`src/rtl/tlcr_pkg.sv`:
```
// Package: register map, field layouts and types for the link configuration bank
package tlcr_pkg;
	localparam int ADDR_W = 12;
	localparam logic [11:0] OFF_LINK_RATE = 12'h000;
	localparam logic [11:0] OFF_LANES = 12'h004;
	localparam logic [11:0] OFF_ENH_FRAME = 12'h008;
	localparam logic [11:0] OFF_TRAIN = 12'h00C;
	localparam logic [11:0] OFF_QUAL = 12'h010;
	localparam logic [11:0] OFF_SCR_BYP = 12'h014;
	localparam logic [11:0] OFF_SOFT_RST = 12'h01C;
	localparam logic [11:0] OFF_PAT_LOW = 12'h020;
	localparam logic [11:0] OFF_PAT_MID = 12'h024;
	localparam logic [11:0] OFF_PAT_HIGH = 12'h028;
	localparam int RATE_W = 8;
	localparam int LANES_W = 5;
	localparam int TRAIN_W = 2;
	localparam int QUAL_W = 3;
	localparam int PAT_HIGH_W = 16;
	localparam int SRST_VID_LSB = 0;
	localparam int SRST_AUX_BIT = 7;
	localparam logic [7:0] RATE_1G62 = 8'h06;
	localparam logic [7:0] RATE_2G7 = 8'h0A;
	localparam logic [7:0] RATE_5G4 = 8'h14;
	localparam logic [4:0] LANES_1 = 5'h01;
	localparam logic [4:0] LANES_2 = 5'h02;
	localparam logic [4:0] LANES_4 = 5'h04;
	localparam logic [31:0] REG_RESET = 32'h0000_0000;
	localparam int SRST_PULSE_CYCLES = 16;
	localparam logic [1:0] RESP_OKAY = 2'h0;
	localparam logic [1:0] RESP_SLVERR = 2'h2;

	typedef enum logic [1:0] {TLCR_TRAIN_OFF, TLCR_TRAIN_TPS1, TLCR_TRAIN_TPS2, TLCR_TRAIN_TPS3}
		tlcr_train_e;
	typedef enum logic [2:0] {TLCR_QUAL_NONE, TLCR_QUAL_D10_2, TLCR_QUAL_SER, TLCR_QUAL_PRBS7,
		TLCR_QUAL_CUSTOM, TLCR_QUAL_HBR2, TLCR_QUAL_RSVD6, TLCR_QUAL_RSVD7} tlcr_qual_e;

	typedef struct packed {
		logic [7:0] link_rate_select;
		logic [4:0] active_lane_number;
		logic enhanced_framing_on;
		tlcr_train_e training_sequence_select;
		tlcr_qual_e quality_test_select;
		logic scrambler_bypass;
		logic [79:0] custom_pattern;
	} tlcr_cfg_s;
endpackage : tlcr_pkg

```
`src/rtl/tlcr_regs.sv`:
```
// Link configuration register bank with AXI4-Lite slave and link-side delivery
// Operation
// - Registers sit on the AXI4-Lite port clock; other domains are asynchronous.
// - A single status bit read mid-change gives old or new, never garbage.
// - Multi-bit status may be frozen by a lock bit during reads.
// - Multi-bit configuration reaches the core with a toggle; core reloads after it.
// - Undefined bits are reserved and read as zero.
// - All registers clear to zero at power-on reset.
// - Eight-bit link rate at 0x000: 0x06, 0x0A, 0x14 select bit rates.
// - Bit 0 at 0x008 turns on enhanced framing.
// - Two-bit training select at 0x00C picks off or patterns one to three.
// - Three-bit quality select at 0x010 picks the transmitted test pattern.
// - Bit 0 at 0x014 bypasses the scrambler.
// - Soft-reset register at 0x01C is write-only and reads zero.
// - Soft-reset bits 0 to 3 reset video streams one to four.
// - Soft-reset bit 7 resets the auxiliary channel.
// - Custom 80-bit pattern spans 0x020, 0x024 and low half of 0x028.
`timescale 1ns/100ps
`default_nettype none
module tlcr_regs
	import tlcr_pkg::*;
#(
	parameter int PULSE_CYCLES = SRST_PULSE_CYCLES
) (
	input wire logic clk,
	input wire logic srst,
	input wire logic [tlcr_pkg::ADDR_W-1:0] s_axi_awaddr,
	input wire logic s_axi_awvalid,
	output logic s_axi_awready,
	input wire logic [31:0] s_axi_wdata,
	input wire logic [3:0] s_axi_wstrb,
	input wire logic s_axi_wvalid,
	output logic s_axi_wready,
	output logic [1:0] s_axi_bresp,
	output logic s_axi_bvalid,
	input wire logic s_axi_bready,
	input wire logic [tlcr_pkg::ADDR_W-1:0] s_axi_araddr,
	input wire logic s_axi_arvalid,
	output logic s_axi_arready,
	output logic [31:0] s_axi_rdata,
	output logic [1:0] s_axi_rresp,
	output logic s_axi_rvalid,
	input wire logic s_axi_rready,
	output tlcr_pkg::tlcr_cfg_s cfg,
	output logic cfg_toggle,
	output logic [3:0] video_srst_toggle,
	output logic aux_srst_toggle,
	output logic [3:0] video_srst_pulse,
	output logic aux_srst_pulse
);
	import tlcr_pkg::*;

	localparam int CNT_W = $clog2(PULSE_CYCLES + 1);

	logic [7:0] link_rate_select_ff;
	logic [4:0] active_lane_number_ff;
	logic enhanced_framing_on_ff;
	logic [1:0] training_sequence_select_ff;
	logic [2:0] quality_test_select_ff;
	logic scrambler_bypass_ff;
	logic [31:0] custom_pattern_low_ff;
	logic [31:0] custom_pattern_mid_ff;
	logic [15:0] custom_pattern_high_ff;
	logic [7:0] applied_rate_ff;
	logic [4:0] applied_lanes_ff;
	tlcr_cfg_s cfg_ff;
	logic cfg_toggle_ff;
	logic cfg_dirty_ff;
	logic [3:0] vid_tgl_ff;
	logic aux_tgl_ff;
	logic [CNT_W-1:0] vid_cnt_ff [4];
	logic [CNT_W-1:0] aux_cnt_ff;
	logic aw_hold_ff;
	logic w_hold_ff;
	logic [ADDR_W-1:0] awaddr_ff;
	logic [31:0] wdata_ff;
	logic [3:0] wstrb_ff;
	logic bvalid_ff;
	logic [1:0] bresp_ff;
	logic rvalid_ff;
	logic [31:0] rdata_ff;
	logic [1:0] rresp_ff;
	logic wr_fire;
	logic rd_fire;
	logic [ADDR_W-1:0] wr_addr;
	logic [31:0] wr_data;
	logic [3:0] wr_strb;
	logic srst_wr;

	// Byte-lane merge of new data over old, used by the 0x020 and 0x024 pattern registers
	function automatic logic [31:0] merge_bytes(input logic [31:0] old_val,
		input logic [31:0] new_val, input logic [3:0] strb);
		logic [31:0] res;
		res = old_val;
		for (int i = 0; i < 4; i++) begin
			if (strb[i]) begin
				res[i*8 +: 8] = new_val[i*8 +: 8];
			end
		end
		return res;
	endfunction : merge_bytes

	function automatic logic addr_mapped(input logic [ADDR_W-1:0] a);
		return (a == OFF_LINK_RATE) || (a == OFF_LANES) || (a == OFF_ENH_FRAME) ||
			(a == OFF_TRAIN) || (a == OFF_QUAL) || (a == OFF_SCR_BYP) ||
			(a == OFF_SOFT_RST) || (a == OFF_PAT_LOW) || (a == OFF_PAT_MID) ||
			(a == OFF_PAT_HIGH);
	endfunction : addr_mapped

	function automatic logic rate_valid(input logic [7:0] r);
		return (r == RATE_1G62) || (r == RATE_2G7) || (r == RATE_5G4);
	endfunction : rate_valid

	function automatic logic lanes_valid(input logic [4:0] l);
		return (l == LANES_1) || (l == LANES_2) || (l == LANES_4);
	endfunction : lanes_valid

	// Soft-reset register hit with its low byte enabled
	function automatic logic srst_hit(input logic [ADDR_W-1:0] a,
		input logic [3:0] strb);
		return (a == OFF_SOFT_RST) && strb[0];
	endfunction : srst_hit

	// Address and data may arrive in either order; each is held until both are in
	assign wr_addr = aw_hold_ff ? awaddr_ff : s_axi_awaddr;
	assign wr_data = w_hold_ff ? wdata_ff : s_axi_wdata;
	assign wr_strb = w_hold_ff ? wstrb_ff : s_axi_wstrb;
	assign wr_fire = (aw_hold_ff || s_axi_awvalid) && (w_hold_ff || s_axi_wvalid) && !bvalid_ff;
	assign s_axi_awready = !aw_hold_ff && !bvalid_ff;
	assign s_axi_wready = !w_hold_ff && !bvalid_ff;
	assign s_axi_bvalid = bvalid_ff;
	assign s_axi_bresp = bresp_ff;
	assign rd_fire = s_axi_arvalid && !rvalid_ff;
	assign s_axi_arready = !rvalid_ff;
	assign s_axi_rvalid = rvalid_ff;
	assign s_axi_rdata = rdata_ff;
	assign s_axi_rresp = rresp_ff;

	// One decode of a soft-reset write feeds both the toggles and the pulses
	assign srst_wr = wr_fire && srst_hit(wr_addr, wr_strb);

	always_ff @(posedge clk) begin
		if (srst) begin
			aw_hold_ff <= 1'b0;
			w_hold_ff <= 1'b0;
			awaddr_ff <= '0;
			wdata_ff <= '0;
			wstrb_ff <= '0;
		end else if (wr_fire) begin
			aw_hold_ff <= 1'b0;
			w_hold_ff <= 1'b0;
		end else begin
			if (s_axi_awvalid && s_axi_awready) begin
				aw_hold_ff <= 1'b1;
				awaddr_ff <= s_axi_awaddr;
			end
			if (s_axi_wvalid && s_axi_wready) begin
				w_hold_ff <= 1'b1;
				wdata_ff <= s_axi_wdata;
				wstrb_ff <= s_axi_wstrb;
			end
		end
	end

	always_ff @(posedge clk) begin
		if (srst) begin
			bvalid_ff <= 1'b0;
			bresp_ff <= RESP_OKAY;
		end else if (wr_fire) begin
			bvalid_ff <= 1'b1;
			bresp_ff <= addr_mapped(wr_addr) ? RESP_OKAY : RESP_SLVERR;
		end else if (s_axi_bready) begin
			bvalid_ff <= 1'b0;
		end
	end

	// Register writes; bits outside each field are simply not stored
	always_ff @(posedge clk) begin
		if (srst) begin
			link_rate_select_ff <= REG_RESET[7:0];
			active_lane_number_ff <= REG_RESET[4:0];
			enhanced_framing_on_ff <= REG_RESET[0];
			training_sequence_select_ff <= REG_RESET[1:0];
			quality_test_select_ff <= REG_RESET[2:0];
			scrambler_bypass_ff <= REG_RESET[0];
			custom_pattern_low_ff <= REG_RESET;
			custom_pattern_mid_ff <= REG_RESET;
			custom_pattern_high_ff <= REG_RESET[15:0];
		end else if (wr_fire) begin
			unique case (wr_addr)
				OFF_LINK_RATE: link_rate_select_ff <= wr_strb[0] ? wr_data[7:0] :
					link_rate_select_ff;
				OFF_LANES: active_lane_number_ff <= wr_strb[0] ? wr_data[4:0] :
					active_lane_number_ff;
				OFF_ENH_FRAME: enhanced_framing_on_ff <= wr_strb[0] ? wr_data[0] :
					enhanced_framing_on_ff;
				OFF_TRAIN: training_sequence_select_ff <= wr_strb[0] ? wr_data[1:0] :
					training_sequence_select_ff;
				OFF_QUAL: quality_test_select_ff <= wr_strb[0] ? wr_data[2:0] :
					quality_test_select_ff;
				OFF_SCR_BYP: scrambler_bypass_ff <= wr_strb[0] ? wr_data[0] :
					scrambler_bypass_ff;
				OFF_PAT_LOW: custom_pattern_low_ff <= merge_bytes(custom_pattern_low_ff,
					wr_data, wr_strb);
				OFF_PAT_MID: custom_pattern_mid_ff <= merge_bytes(custom_pattern_mid_ff,
					wr_data, wr_strb);
				// Upper half is reserved, so only bytes 0 and 1 are kept
				OFF_PAT_HIGH: begin
					custom_pattern_high_ff[7:0] <= wr_strb[0] ? wr_data[7:0] :
						custom_pattern_high_ff[7:0];
					custom_pattern_high_ff[15:8] <= wr_strb[1] ? wr_data[15:8] :
						custom_pattern_high_ff[15:8];
				end
				default: ;
			endcase
		end
	end

	// Read path; single-cycle registered snapshot keeps each bit old or new
	always_ff @(posedge clk) begin
		if (srst) begin
			rvalid_ff <= 1'b0;
			rdata_ff <= REG_RESET;
			rresp_ff <= RESP_OKAY;
		end else if (rd_fire) begin
			rvalid_ff <= 1'b1;
			rresp_ff <= addr_mapped(s_axi_araddr) ? RESP_OKAY : RESP_SLVERR;
			// No live status in this bank, so a plain word read stays coherent
			unique case (s_axi_araddr)
				OFF_LINK_RATE: rdata_ff <= {24'h000000, link_rate_select_ff};
				OFF_LANES: rdata_ff <= {27'h0000000, active_lane_number_ff};
				OFF_ENH_FRAME: rdata_ff <= {31'h00000000, enhanced_framing_on_ff};
				OFF_TRAIN: rdata_ff <= {30'h00000000, training_sequence_select_ff};
				OFF_QUAL: rdata_ff <= {29'h00000000, quality_test_select_ff};
				OFF_SCR_BYP: rdata_ff <= {31'h00000000, scrambler_bypass_ff};
				OFF_SOFT_RST: rdata_ff <= 32'h0000_0000;
				OFF_PAT_LOW: rdata_ff <= custom_pattern_low_ff;
				OFF_PAT_MID: rdata_ff <= custom_pattern_mid_ff;
				OFF_PAT_HIGH: rdata_ff <= {16'h0000, custom_pattern_high_ff};
				default: rdata_ff <= 32'h0000_0000;
			endcase
		end else if (s_axi_rready) begin
			rvalid_ff <= 1'b0;
		end
	end

	// A config write marks the snapshot stale; it is refreshed one cycle later
	always_ff @(posedge clk) begin
		if (srst) begin
			cfg_dirty_ff <= 1'b0;
		end else begin
			cfg_dirty_ff <= wr_fire && (wr_addr != OFF_SOFT_RST) && addr_mapped(wr_addr);
		end
	end

	// Undefined rate and lane codes keep the last legal value in use
	always_ff @(posedge clk) begin
		if (srst) begin
			applied_rate_ff <= REG_RESET[7:0];
			applied_lanes_ff <= REG_RESET[4:0];
		end else begin
			if (rate_valid(link_rate_select_ff)) begin
				applied_rate_ff <= link_rate_select_ff;
			end
			if (lanes_valid(active_lane_number_ff)) begin
				applied_lanes_ff <= active_lane_number_ff;
			end
		end
	end

	// Snapshot is stable between toggles, so the core may sample it after resync
	always_ff @(posedge clk) begin
		if (srst) begin
			cfg_ff <= '0;
			cfg_toggle_ff <= 1'b0;
		end else if (cfg_dirty_ff) begin
			cfg_ff.link_rate_select <= rate_valid(link_rate_select_ff) ?
				link_rate_select_ff : applied_rate_ff;
			cfg_ff.active_lane_number <= lanes_valid(active_lane_number_ff) ?
				active_lane_number_ff : applied_lanes_ff;
			cfg_ff.enhanced_framing_on <= enhanced_framing_on_ff;
			cfg_ff.training_sequence_select <= tlcr_train_e'(training_sequence_select_ff);
			cfg_ff.quality_test_select <= tlcr_qual_e'(quality_test_select_ff);
			cfg_ff.scrambler_bypass <= scrambler_bypass_ff;
			cfg_ff.custom_pattern <= {custom_pattern_high_ff, custom_pattern_mid_ff,
				custom_pattern_low_ff};
			cfg_toggle_ff <= ~cfg_toggle_ff;
		end
	end

	assign cfg = cfg_ff;
	assign cfg_toggle = cfg_toggle_ff;

	// Soft resets: a toggle per target for safe crossing, plus a local timed pulse
	always_ff @(posedge clk) begin
		if (srst) begin
			vid_tgl_ff <= '0;
			aux_tgl_ff <= 1'b0;
		end else if (srst_wr) begin
			vid_tgl_ff <= vid_tgl_ff ^ wr_data[SRST_VID_LSB +: 4];
			aux_tgl_ff <= aux_tgl_ff ^ wr_data[SRST_AUX_BIT];
		end
	end

	// Local pulses for logic on this clock; a fresh write restarts the count
	always_ff @(posedge clk) begin
		if (srst) begin
			for (int i = 0; i < 4; i++) begin
				vid_cnt_ff[i] <= '0;
			end
			aux_cnt_ff <= '0;
		end else begin
			for (int i = 0; i < 4; i++) begin
				if (srst_wr &&
					wr_data[SRST_VID_LSB + i]) begin
					vid_cnt_ff[i] <= CNT_W'(PULSE_CYCLES);
				end else if (vid_cnt_ff[i] != '0) begin
					vid_cnt_ff[i] <= vid_cnt_ff[i] - CNT_W'(1);
				end
			end
			if (srst_wr && wr_data[SRST_AUX_BIT]) begin
				aux_cnt_ff <= CNT_W'(PULSE_CYCLES);
			end else if (aux_cnt_ff != '0) begin
				aux_cnt_ff <= aux_cnt_ff - CNT_W'(1);
			end
		end
	end

	always_comb begin
		for (int i = 0; i < 4; i++) begin
			video_srst_pulse[i] = (vid_cnt_ff[i] != '0);
		end
	end

	assign aux_srst_pulse = (aux_cnt_ff != '0);
	assign video_srst_toggle = vid_tgl_ff;
	assign aux_srst_toggle = aux_tgl_ff;
endmodule : tlcr_regs
`default_nettype wire

```
`config.mk`:
```
export PLATFORM = sky130hd
export DESIGN_NAME = tlcr_regs
export DESIGN_NICKNAME = d
export VERILOG_FILES = /design/src/rtl/tlcr_pkg.sv /design/src/rtl/tlcr_regs.sv
export SDC_FILE = /design/constraint.sdc
export NUM_CORES = 1
export LEC_CHECK = 0
export BUFFER_PORTS_ARGS = -buffer_cell sky130_fd_sc_hd__buf_4
export CAP_MARGIN = 20
export CORE_MARGIN = 2
export CORE_UTILIZATION = 51
export CTS_CLUSTER_DIAMETER = 60
export CTS_CLUSTER_SIZE = 28
export DETAILED_ROUTE_END_ITERATION = 12
export PLACE_DENSITY = 0.76
export SKIP_LAST_GASP = 1
export SYNTH_ARGS = -nofsm -noshare
export SYNTH_HDL_FRONTEND = slang
export SYNTH_SLANG_ARGS = --single-unit
```
`constraint.sdc`:
```
create_clock -name clk -period 2.1 [get_ports clk]
set_input_delay 0 -clock clk [delete_from_list [all_inputs] [get_ports clk]]
set_output_delay 0 -clock clk [all_outputs]
set_load 0.02 [all_outputs]
```
After elaboration in Yosys (flattened, before gate mapping). Memories as Yosys holds them, arrays and structs flattened. Index checks and enable logic that the tools add are counted.

Register bits after elaboration: 313. Output and inout port bits: 152. Bits of input ports: 67. Word-level logic and storage cells: 210. Memories kept: 1. Bits in writable memories: 20.

Memory list: vid_cnt_ff (words 4, bits a word 5, rd ports 4, clocked after Yosys merged registers in 0, wr ports 4, RTL line tlcr_regs.sv:71) `logic [CNT_W-1:0] vid_cnt_ff [4];`.

Equality and inequality tests: 25. Mux-type cells: 52. Add/subtract/negate cells: 5. Reductions and logical operators: 74. Bitwise logic cells: 12.

Operator list (number): $pmux W32 S9 (1); $eq A12 B5 Y1 const B (6); $eq A12 B6 Y1 const B (6); $mux W5 (11); $eq A12 B4 Y1 const B (4); $reduce_and A3 Y1 (16); $mux W1 (34); $mux W32 (1); $reduce_bool A5 Y1 (5); $sub A5 B1 Y5 const B (5); $eq A12 B3 Y1 const B (2); $logic_not A12 Y1 (2); $logic_or A1 B1 Y1 (24); $logic_and A1 B1 Y1 (16); $mux W12 (1); $ne A12 B5 Y1 const B (1); $eq A8 B3 Y1 const B (1); $eq A8 B4 Y1 const B (1); $eq A8 B5 Y1 const B (1); $mux W8 (1); $or A1 B1 Y1 (8); $reduce_bool A2 Y1 (3); $eq A5 B1 Y1 const B (1); $eq A5 B2 Y1 const B (1); 9 further kinds (16).

Depth between registers and ports, before layout. Gate-level depths: netlist of the first run.

Depth after elaboration: 12. Gate-level depth with buffers: 9. Depth with buffers taken out: 6.

Least setup slack after synthesis of the first run. Ideal clock, no wire load.

Path kind: register to register. From: register bvalid_ff (netlist: s_axi_bvalid). To: memory vid_cnt_ff[3][0] (netlist name), enable pin. Arrival time: 2011 ps. Buffers on the path: 2. Stages on the path, launching flop included: 8. Clock period less this slack: 2323 ps. Setup time: 312 ps. Path slack: -223 ps. Required time: 1788 ps. Cells stage by stage: dfxtp_1 clkbuf_1 inv_1 o211ai_1 or3_1 clkbuf_1 nor3_2 or3_1.

RTL lines: start, declared (RTL line tlcr_regs.sv:78) `logic bvalid_ff;`; start signal, assigned (RTL line tlcr_regs.sv:167) `bvalid_ff <= 1'b0;`; start signal, assigned (RTL line tlcr_regs.sv:170) `bvalid_ff <= 1'b1;`; start signal, assigned (RTL line tlcr_regs.sv:173) `bvalid_ff <= 1'b0;`; end, declared (RTL line tlcr_regs.sv:71).

==> results.json, run 1 <==
{
  "routabilityCongestion": 0.874,
  "cts_buffers": 27,
  "ant_nets": 0,
  "num_antenna_cells": 0,
  "synth_mux_area_frac": 0.175,
  "ctsLongestPathBuffers": 3,
  "clk_latency_ns": 0.56,
  "cp.depth": 7,
  "vias": 12200,
  "syn2layout_area_growth_pct": 32.5,
  "violations": "negative hold slack, negative setup slack",
  "fin_crit_sh": 1.04,
  "outcome": "finished with violations",
  "grt_usage": 0.266,
  "final-hold-violation-count": 1,
  "grt_pass1_vias": 11800,
  "relSlewSlack": 0.447,
  "clock_sinks": 331,
  "slowest_delay_ns": 0.54,
  "timing.critical_path.buf_inv": 2,
  "ir_worst_vdd_mv": 0.605,
  "die_h_um": 169,
  "die_w_um": 169,
  "grt_pass1_wl_um": 62000,
  "synth_top_family_by_area": "simple AND/OR/NAND/NOR gates",
  "synth_cells": 1480,
  "placed_cell_area_um2": 16300,
  "finalInstanceArea_um2": 18500,
  "row_count": 60,
  "hold_depth": 5,
  "ctsHtreeMaxLevel": 1,
  "grt.overflow.total": 0,
  "drtIter0Drc": 1133,
  "synth_top_cell_area_share": 0.447,
  "drv_cap": 0,
  "wl_per_cell_um": 19.0,
  "start_kind": "flop",
  "fmax_mhz": 457,
  "synth_area_per_cell_um2": 9.42,
  "cts_tree": "done",
  "synth_xor_area_frac": 0.00880,
  "tightest_slew_ns": 0.829,
  "report.final.slew_viol_count": 0,
  "core_area_um2": 26900,
  "period_minus_slack_ns": 2.19,
  "layout_common_cells": "306 x dfxtp_1, 259 x buf_4, 199 x nor2_1",
  "ys_async_sr_fraction": 0,
  "synth_area_um2": 13900,
  "reg2reg_depth": 7,
  "p_per_area_nw_per_um2": 812,
  "fin_nets": 1846,
  "drive_gt1_frac": 0.268,
  "setup_slack_ns": -0.0883,
  "p_leak_nw": 7.37,
  "skew_ns": 0.0219,
  "endpoint_kind": "flop",
  "dp_hpwl_um": 26600,
  "synth-simple-area-share": 0.186,
  "grt_antenna_before_repair": 0,
  "synthAdderAreaFrac": 0.00898,
  "crit_family": "simple AND/OR/NAND/NOR gates",
  "firstDrtPassIters": 5,
  "yosysSeqAreaShare": 0.490,
  "yosys_warnings": 0,
  "grt_max_degree": 81,
  "path_class": "reg -> reg",
  "die_area_um2": 28700,
  "yosys-top-cells-area": "dfxtp_1 45%, mux2i_1 13%, nor2_1 5.4%, nand2_1 4.6%, mux2_2 4.4%",
  "routed_wirelength_um": 40400,
  "crit_slowest_cell": "or4b_4",
  "hold_class": "in -> reg",
  "yosysUniqueCellTypes": 70,
  "drc": 0,
  "ioPinCount": 219,
  "via_per_inst": 5.72,
  "timing.critical_path.cells": "or4b_4 > buf_6 > o22ai_4 > buf_4 > and3_4 > and3_4 > or3_4",
  "required_ns": 2.36,
  "final_common_cell": "dfxtp_1",
  "synth-edff-count": 20,
  "cts_root_buf": "clkbuf_16",
  "synthFlopType": "dfxtp_1",
  "start_util": 0.518,
  "total_power_mw": 15.0,
  "clk_pin_slew_ns": 0.09,
  "grt_setup_unrepaired": "true",
  "arrival_ns": 2.45,
  "setup_viol": 80,
  "synth_top_cell_by_area": "dfxtp_1",
  "place.port_buffers": 216,
  "worst-path-max-fanout": 5,
  "hold_slack_ns": -0.0196,
  "synth-seq-cells": 331,
  "synth_compound_area_frac": 0.0976,
  "crit_path_frequent_cell": "and3_4"
}
state kept, by name (all words and copies together), names as in the netlist, 2 cells and up:
| name | count |
|---|---|
| training_sequence_select_ff | 2 |
| awaddr_ff | 12 |
| link_rate_select_ff | 8 |
| active_lane_number_ff | 5 |
| video_srst_toggle | 4 |
| aux_cnt_ff | 5 |
| cfg | 100 |
| vid_cnt_ff | 20 |
| custom_pattern_mid_ff | 32 |
| s_axi_rdata | 32 |
| quality_test_select_ff | 3 |
| wstrb_ff | 4 |
| wdata_ff | 32 |
| custom_pattern_low_ff | 32 |
| applied_rate_ff | 8 |
| custom_pattern_high_ff | 16 |
| applied_lanes_ff | 5 |
repair_timing:
action | 4_1_cts | 5_1_grt
hold buffers | 63 | 6
endpoints found under the hold margin | 137 | 1
buffers inserted | 4 | 7
cloned | 5 | 1
setup endpoints to repair | 105 | 152
resized for setup | 25 | 49
pin swaps | 13 | 23
synthesized netlist by cell type, drive strengths merged (4+ instances only):
library cell  number
dfxtp            311
nor2             199
mux2i            179
nand2            169
a21oi             73
clkbuf            67
mux2              55
nand3             55
o21ai             52
nor3              43
a22oi             34
buf               33
edfxtp            20
inv               19
xnor2             13
a211oi            10
and3              10
ha                10
nand2b             9
or3                9
nand3b             8
o22ai              8
nor4               7
a2111oi            6
nand4              6
nor4b              6
or4                6
nor2b              5
nor3b              5
and2               4
o31a               4
or2                4
per-stage QoR:
step	std cells	utilization	setup WS [ns]	TNS (ns)
2_1_floorplan	1481	-	-0.0817	-1.52
3_3_place_gp	1996	0.606	-0.0840	-1.04
3_5_place_dp	1996	0.606	-0.161	-4.48
4_1_cts	2117	0.675	-0.0770	-1.22
5_1_grt	2130	0.687	-0.141	-9.51
6_report	2130	0.687	-0.0883	-2.98
cells by family (layout without fill, tap and decap cells):
family | after synthesis | after routing
AND/OR/NAND/NOR | 555 | 559
buffers and inverters | 119 | 423
adder cells (fa/ha/maj) | 10 | 10
flip-flops | 331 | 331
multiplexers | 235 | 235
AO/OA/AOI/OAI | 215 | 215
other | 1 | 2
XOR/XNOR | 14 | 14
area by class of cell:
class	instances	area [um^2]
inverters	19	72.6
repair buffers	355	3050
clock inverters	22	335
multi-input cells	1035	7060
well taps	341	427
flip-flops and latches	331	6840
clock buffers	27	676
fillers	1952	8420
report_power, final:
part	switching, mW	internal (mW)
sequential	0.200	6.68
combinational	1.39	1.10
clock	2.94	2.68
final timing paths:
| check | startpoint | to | slack, ns |
|---|---|---|---|
| max | awaddr_ff[8] | vid_cnt_ff[2][1] | -0.09 |
| min | s_axi_araddr[7] | s_axi_rdata[4] | -0.02 |
| max reg2reg | awaddr_ff[8] | vid_cnt_ff[2][1] | -0.09 |
| min reg2reg | s_axi_rdata[0] | s_axi_rdata[0] | 0.45 |
worst register-to-register path: stages (launching register included):
cell,delay (ns)
dfxtp_2,0.32
or4b_4,0.54
buf_6,0.14
o22ai_4,0.20
buf_4,0.15
and3_4,0.19
and3_4,0.20
or3_4,0.17
metal layers:
layer  part of all wire  track usage  vias up  routed length (um)
li1                   -            -     5789                   -
met1               0.43        0.350     5866               17300
met2               0.48        0.456      454               19500
met3              0.062       0.0380       68                2510
met4              0.025       0.0788        0                1010
met5                  0            0        -                   0
(Power assumes the default switching activity.)
==> run 2: changes to the inputs <==
SKIP_CTS_REPAIR_TIMING = 1   (was unset)
==> run 2 against run 1 <==
Against the previous run: the flow finishes with violations (negative setup slack); global-route usage down 1.4 points; final area fell by 0.37%; sequential power is essentially flat; fmax fell by 1.6%; critical path depth unchanged.
==> results.json, run 2 (synthesis gave the netlist of run 1 again) <==
{
  "outcome": "finished with violations",
  "violations": "negative setup slack",
  "row_count": 60,
  "largest_register_ffs": 100,
  "num_antenna_cells": 0,
  "wl_per_cell_um": 18.9,
  "clock_sinks": 331,
  "place.port_buffers": 216,
  "pwr-share-seq": 0.461,
  "grt_pass1_vias": 11200,
  "drc": 0,
  "arrival_ns": 2.70,
  "cts_tree": "done",
  "ir_worst_vdd_mv": 0.606,
  "startpoint": "aw_hold_ff",
  "power.switching_mw": 4.50,
  "layout_common_cells": "308 x dfxtp_1, 265 x buf_4, 199 x nor2_1",
  "clk_latency_ns": 0.56,
  "firstDrtPassIters": 6,
  "grt.overflow.total": 0,
  "min_to": "s_axi_rdata[4]",
  "start_util": 0.518,
  "grt_usage": 0.253,
  "min_from": "s_axi_araddr[5]",
  "start_kind": "flop",
  "grt_pass1_wl_um": 58800,
  "grt_setup_unrepaired": "true",
  "die_area_um2": 28700,
  "report.final.slew_viol_count": 0,
  "ioPinCount": 219,
  "r2r-start": "aw_hold_ff",
  "grt_max_degree": 81,
  "endpoint_kind": "flop",
  "cts_root_buf": "clkbuf_16",
  "final-hold-violation-count": 0,
  "ant_nets": 0,
  "finalInstanceArea_um2": 18400,
  "reg2reg_slack_ns": -0.12,
  "clk_pin_slew_ns": 0.09,
  "pwr-share-clk": 0.377,
  "p_leak_nw": 7.34,
  "cts_buffers": 27,
  "drtIter0Drc": 1044,
  "fin_nets": 1843,
  "routed_wirelength_um": 40100,
  "worst-path-max-fanout": 8,
  "die_h_um": 169,
  "utilization": 0.684,
  "fin_crit_sh": 1.06,
  "period_minus_slack_ns": 2.22,
  "hold_class": "in -> reg",
  "ctsHtreeMaxLevel": 1,
  "path_class": "reg -> reg",
  "tightest_slew_ns": 0.830,
  "r2r_end": "quality_test_select_ff[2]",
  "drive_gt1_frac": 0.268,
  "drv_cap": 0,
  "hold_depth": 4,
  "ctsLongestPathBuffers": 3,
  "skew_ns": 0.0225,
  "power.share.switching": 0.301,
  "syn2layout_area_growth_pct": 32.0,
  "setup_viol": 90,
  "die_w_um": 169,
  "fmax_mhz": 450,
  "reg2reg_depth": 7,
  "tns_ns": -4.04,
  "relSlewSlack": 0.447,
  "grt_antenna_before_repair": 0,
  "required_ns": 2.58,
  "final_common_cell": "dfxtp_1",
  "combPwrFrac": 0.162,
  "cell_internal_pwr_mw": 10.4,
  "p_per_area_nw_per_um2": 812,
  "setup_slack_ns": -0.123,
  "placed_cell_area_um2": 16300,
  "vias": 12200,
  "via_per_inst": 5.73,
  "dp_hpwl_um": 26600,
  "core_area_um2": 26900,
  "routabilityCongestion": 0.874
}
## run 2: cell types whose count changed in the layout (fill, tap and decap cells not counted), sizes merged
cell / delta
buf: +5
dlygate4sd3: -9
or3: +1
## run 2: power groups by stage
stage               sequential (mW)  clock (mW)  combinational (mW)
floorplan                      6.97           0                1.51
global placement               6.99           0                2.11
detailed placement             7.02           0                2.18
CTS                            6.87        5.69                2.20
global route                   6.91        5.93                2.64
finish                         6.88        5.63                2.42
## run 2: area by class of cell
class	count	area, um^2
Clock buffer	27	676
Inverter	19	72.6
Sequential cell	331	6840
Multi-Input combinational cell	1036	7050
Timing Repair Buffer	351	3000
Clock inverter	22	335
Tap cell	341	427
Fill cell	1979	8480
## run 2: how the worst max path moves through the flow
stage / endpoint / slack [ns] / cells after the start
5_1_grt: custom_pattern_mid_ff[7] / -0.17 / 8
3_3_place_gp: custom_pattern_high_ff[8] / -0.08 / 6
4_1_cts: custom_pattern_high_ff[14] / -0.16 / 6
6_report: quality_test_select_ff[2] / -0.12 / 7
3_5_place_dp: custom_pattern_high_ff[14] / -0.16 / 6
2_1_floorplan: video_srst_toggle[0] / -0.08 / 6
## run 2: worst max-delay path: stages (launching register included)
cell,delay [ns]
dfxtp_4,0.36
buf_6,0.13
or3_4,0.42
a2111oi_4,0.41
buf_6,0.21
buf_12,0.12
nand3_1,0.23
mux2i_1,0.26
## run 2: per-layer routing
| metal | wire (um) | up-vias | GRT usage |
|---|---|---|---|
| li1 | - | 5796 | - |
| met1 | 16900 | 5849 | 0.335 |
| met2 | 19500 | 467 | 0.427 |
| met3 | 2620 | 84 | 0.0420 |
| met4 | 1100 | 0 | 0.0728 |
| met5 | 0 | - | 0 |
## run 2: stage by stage
step                      worst slack, ns  cells  hold WS [ns]  power [mW]
after floorplan                   -0.0817   1481         0.100        8.48
after global placement            -0.0840   1996         0.190        9.11
after global routing               -0.167   2127        0.0629        15.5
after detailed placement           -0.161   1996         0.188        9.20
final                              -0.123   2127        0.0443        14.9
after CTS                          -0.158   2045        -0.389        14.8
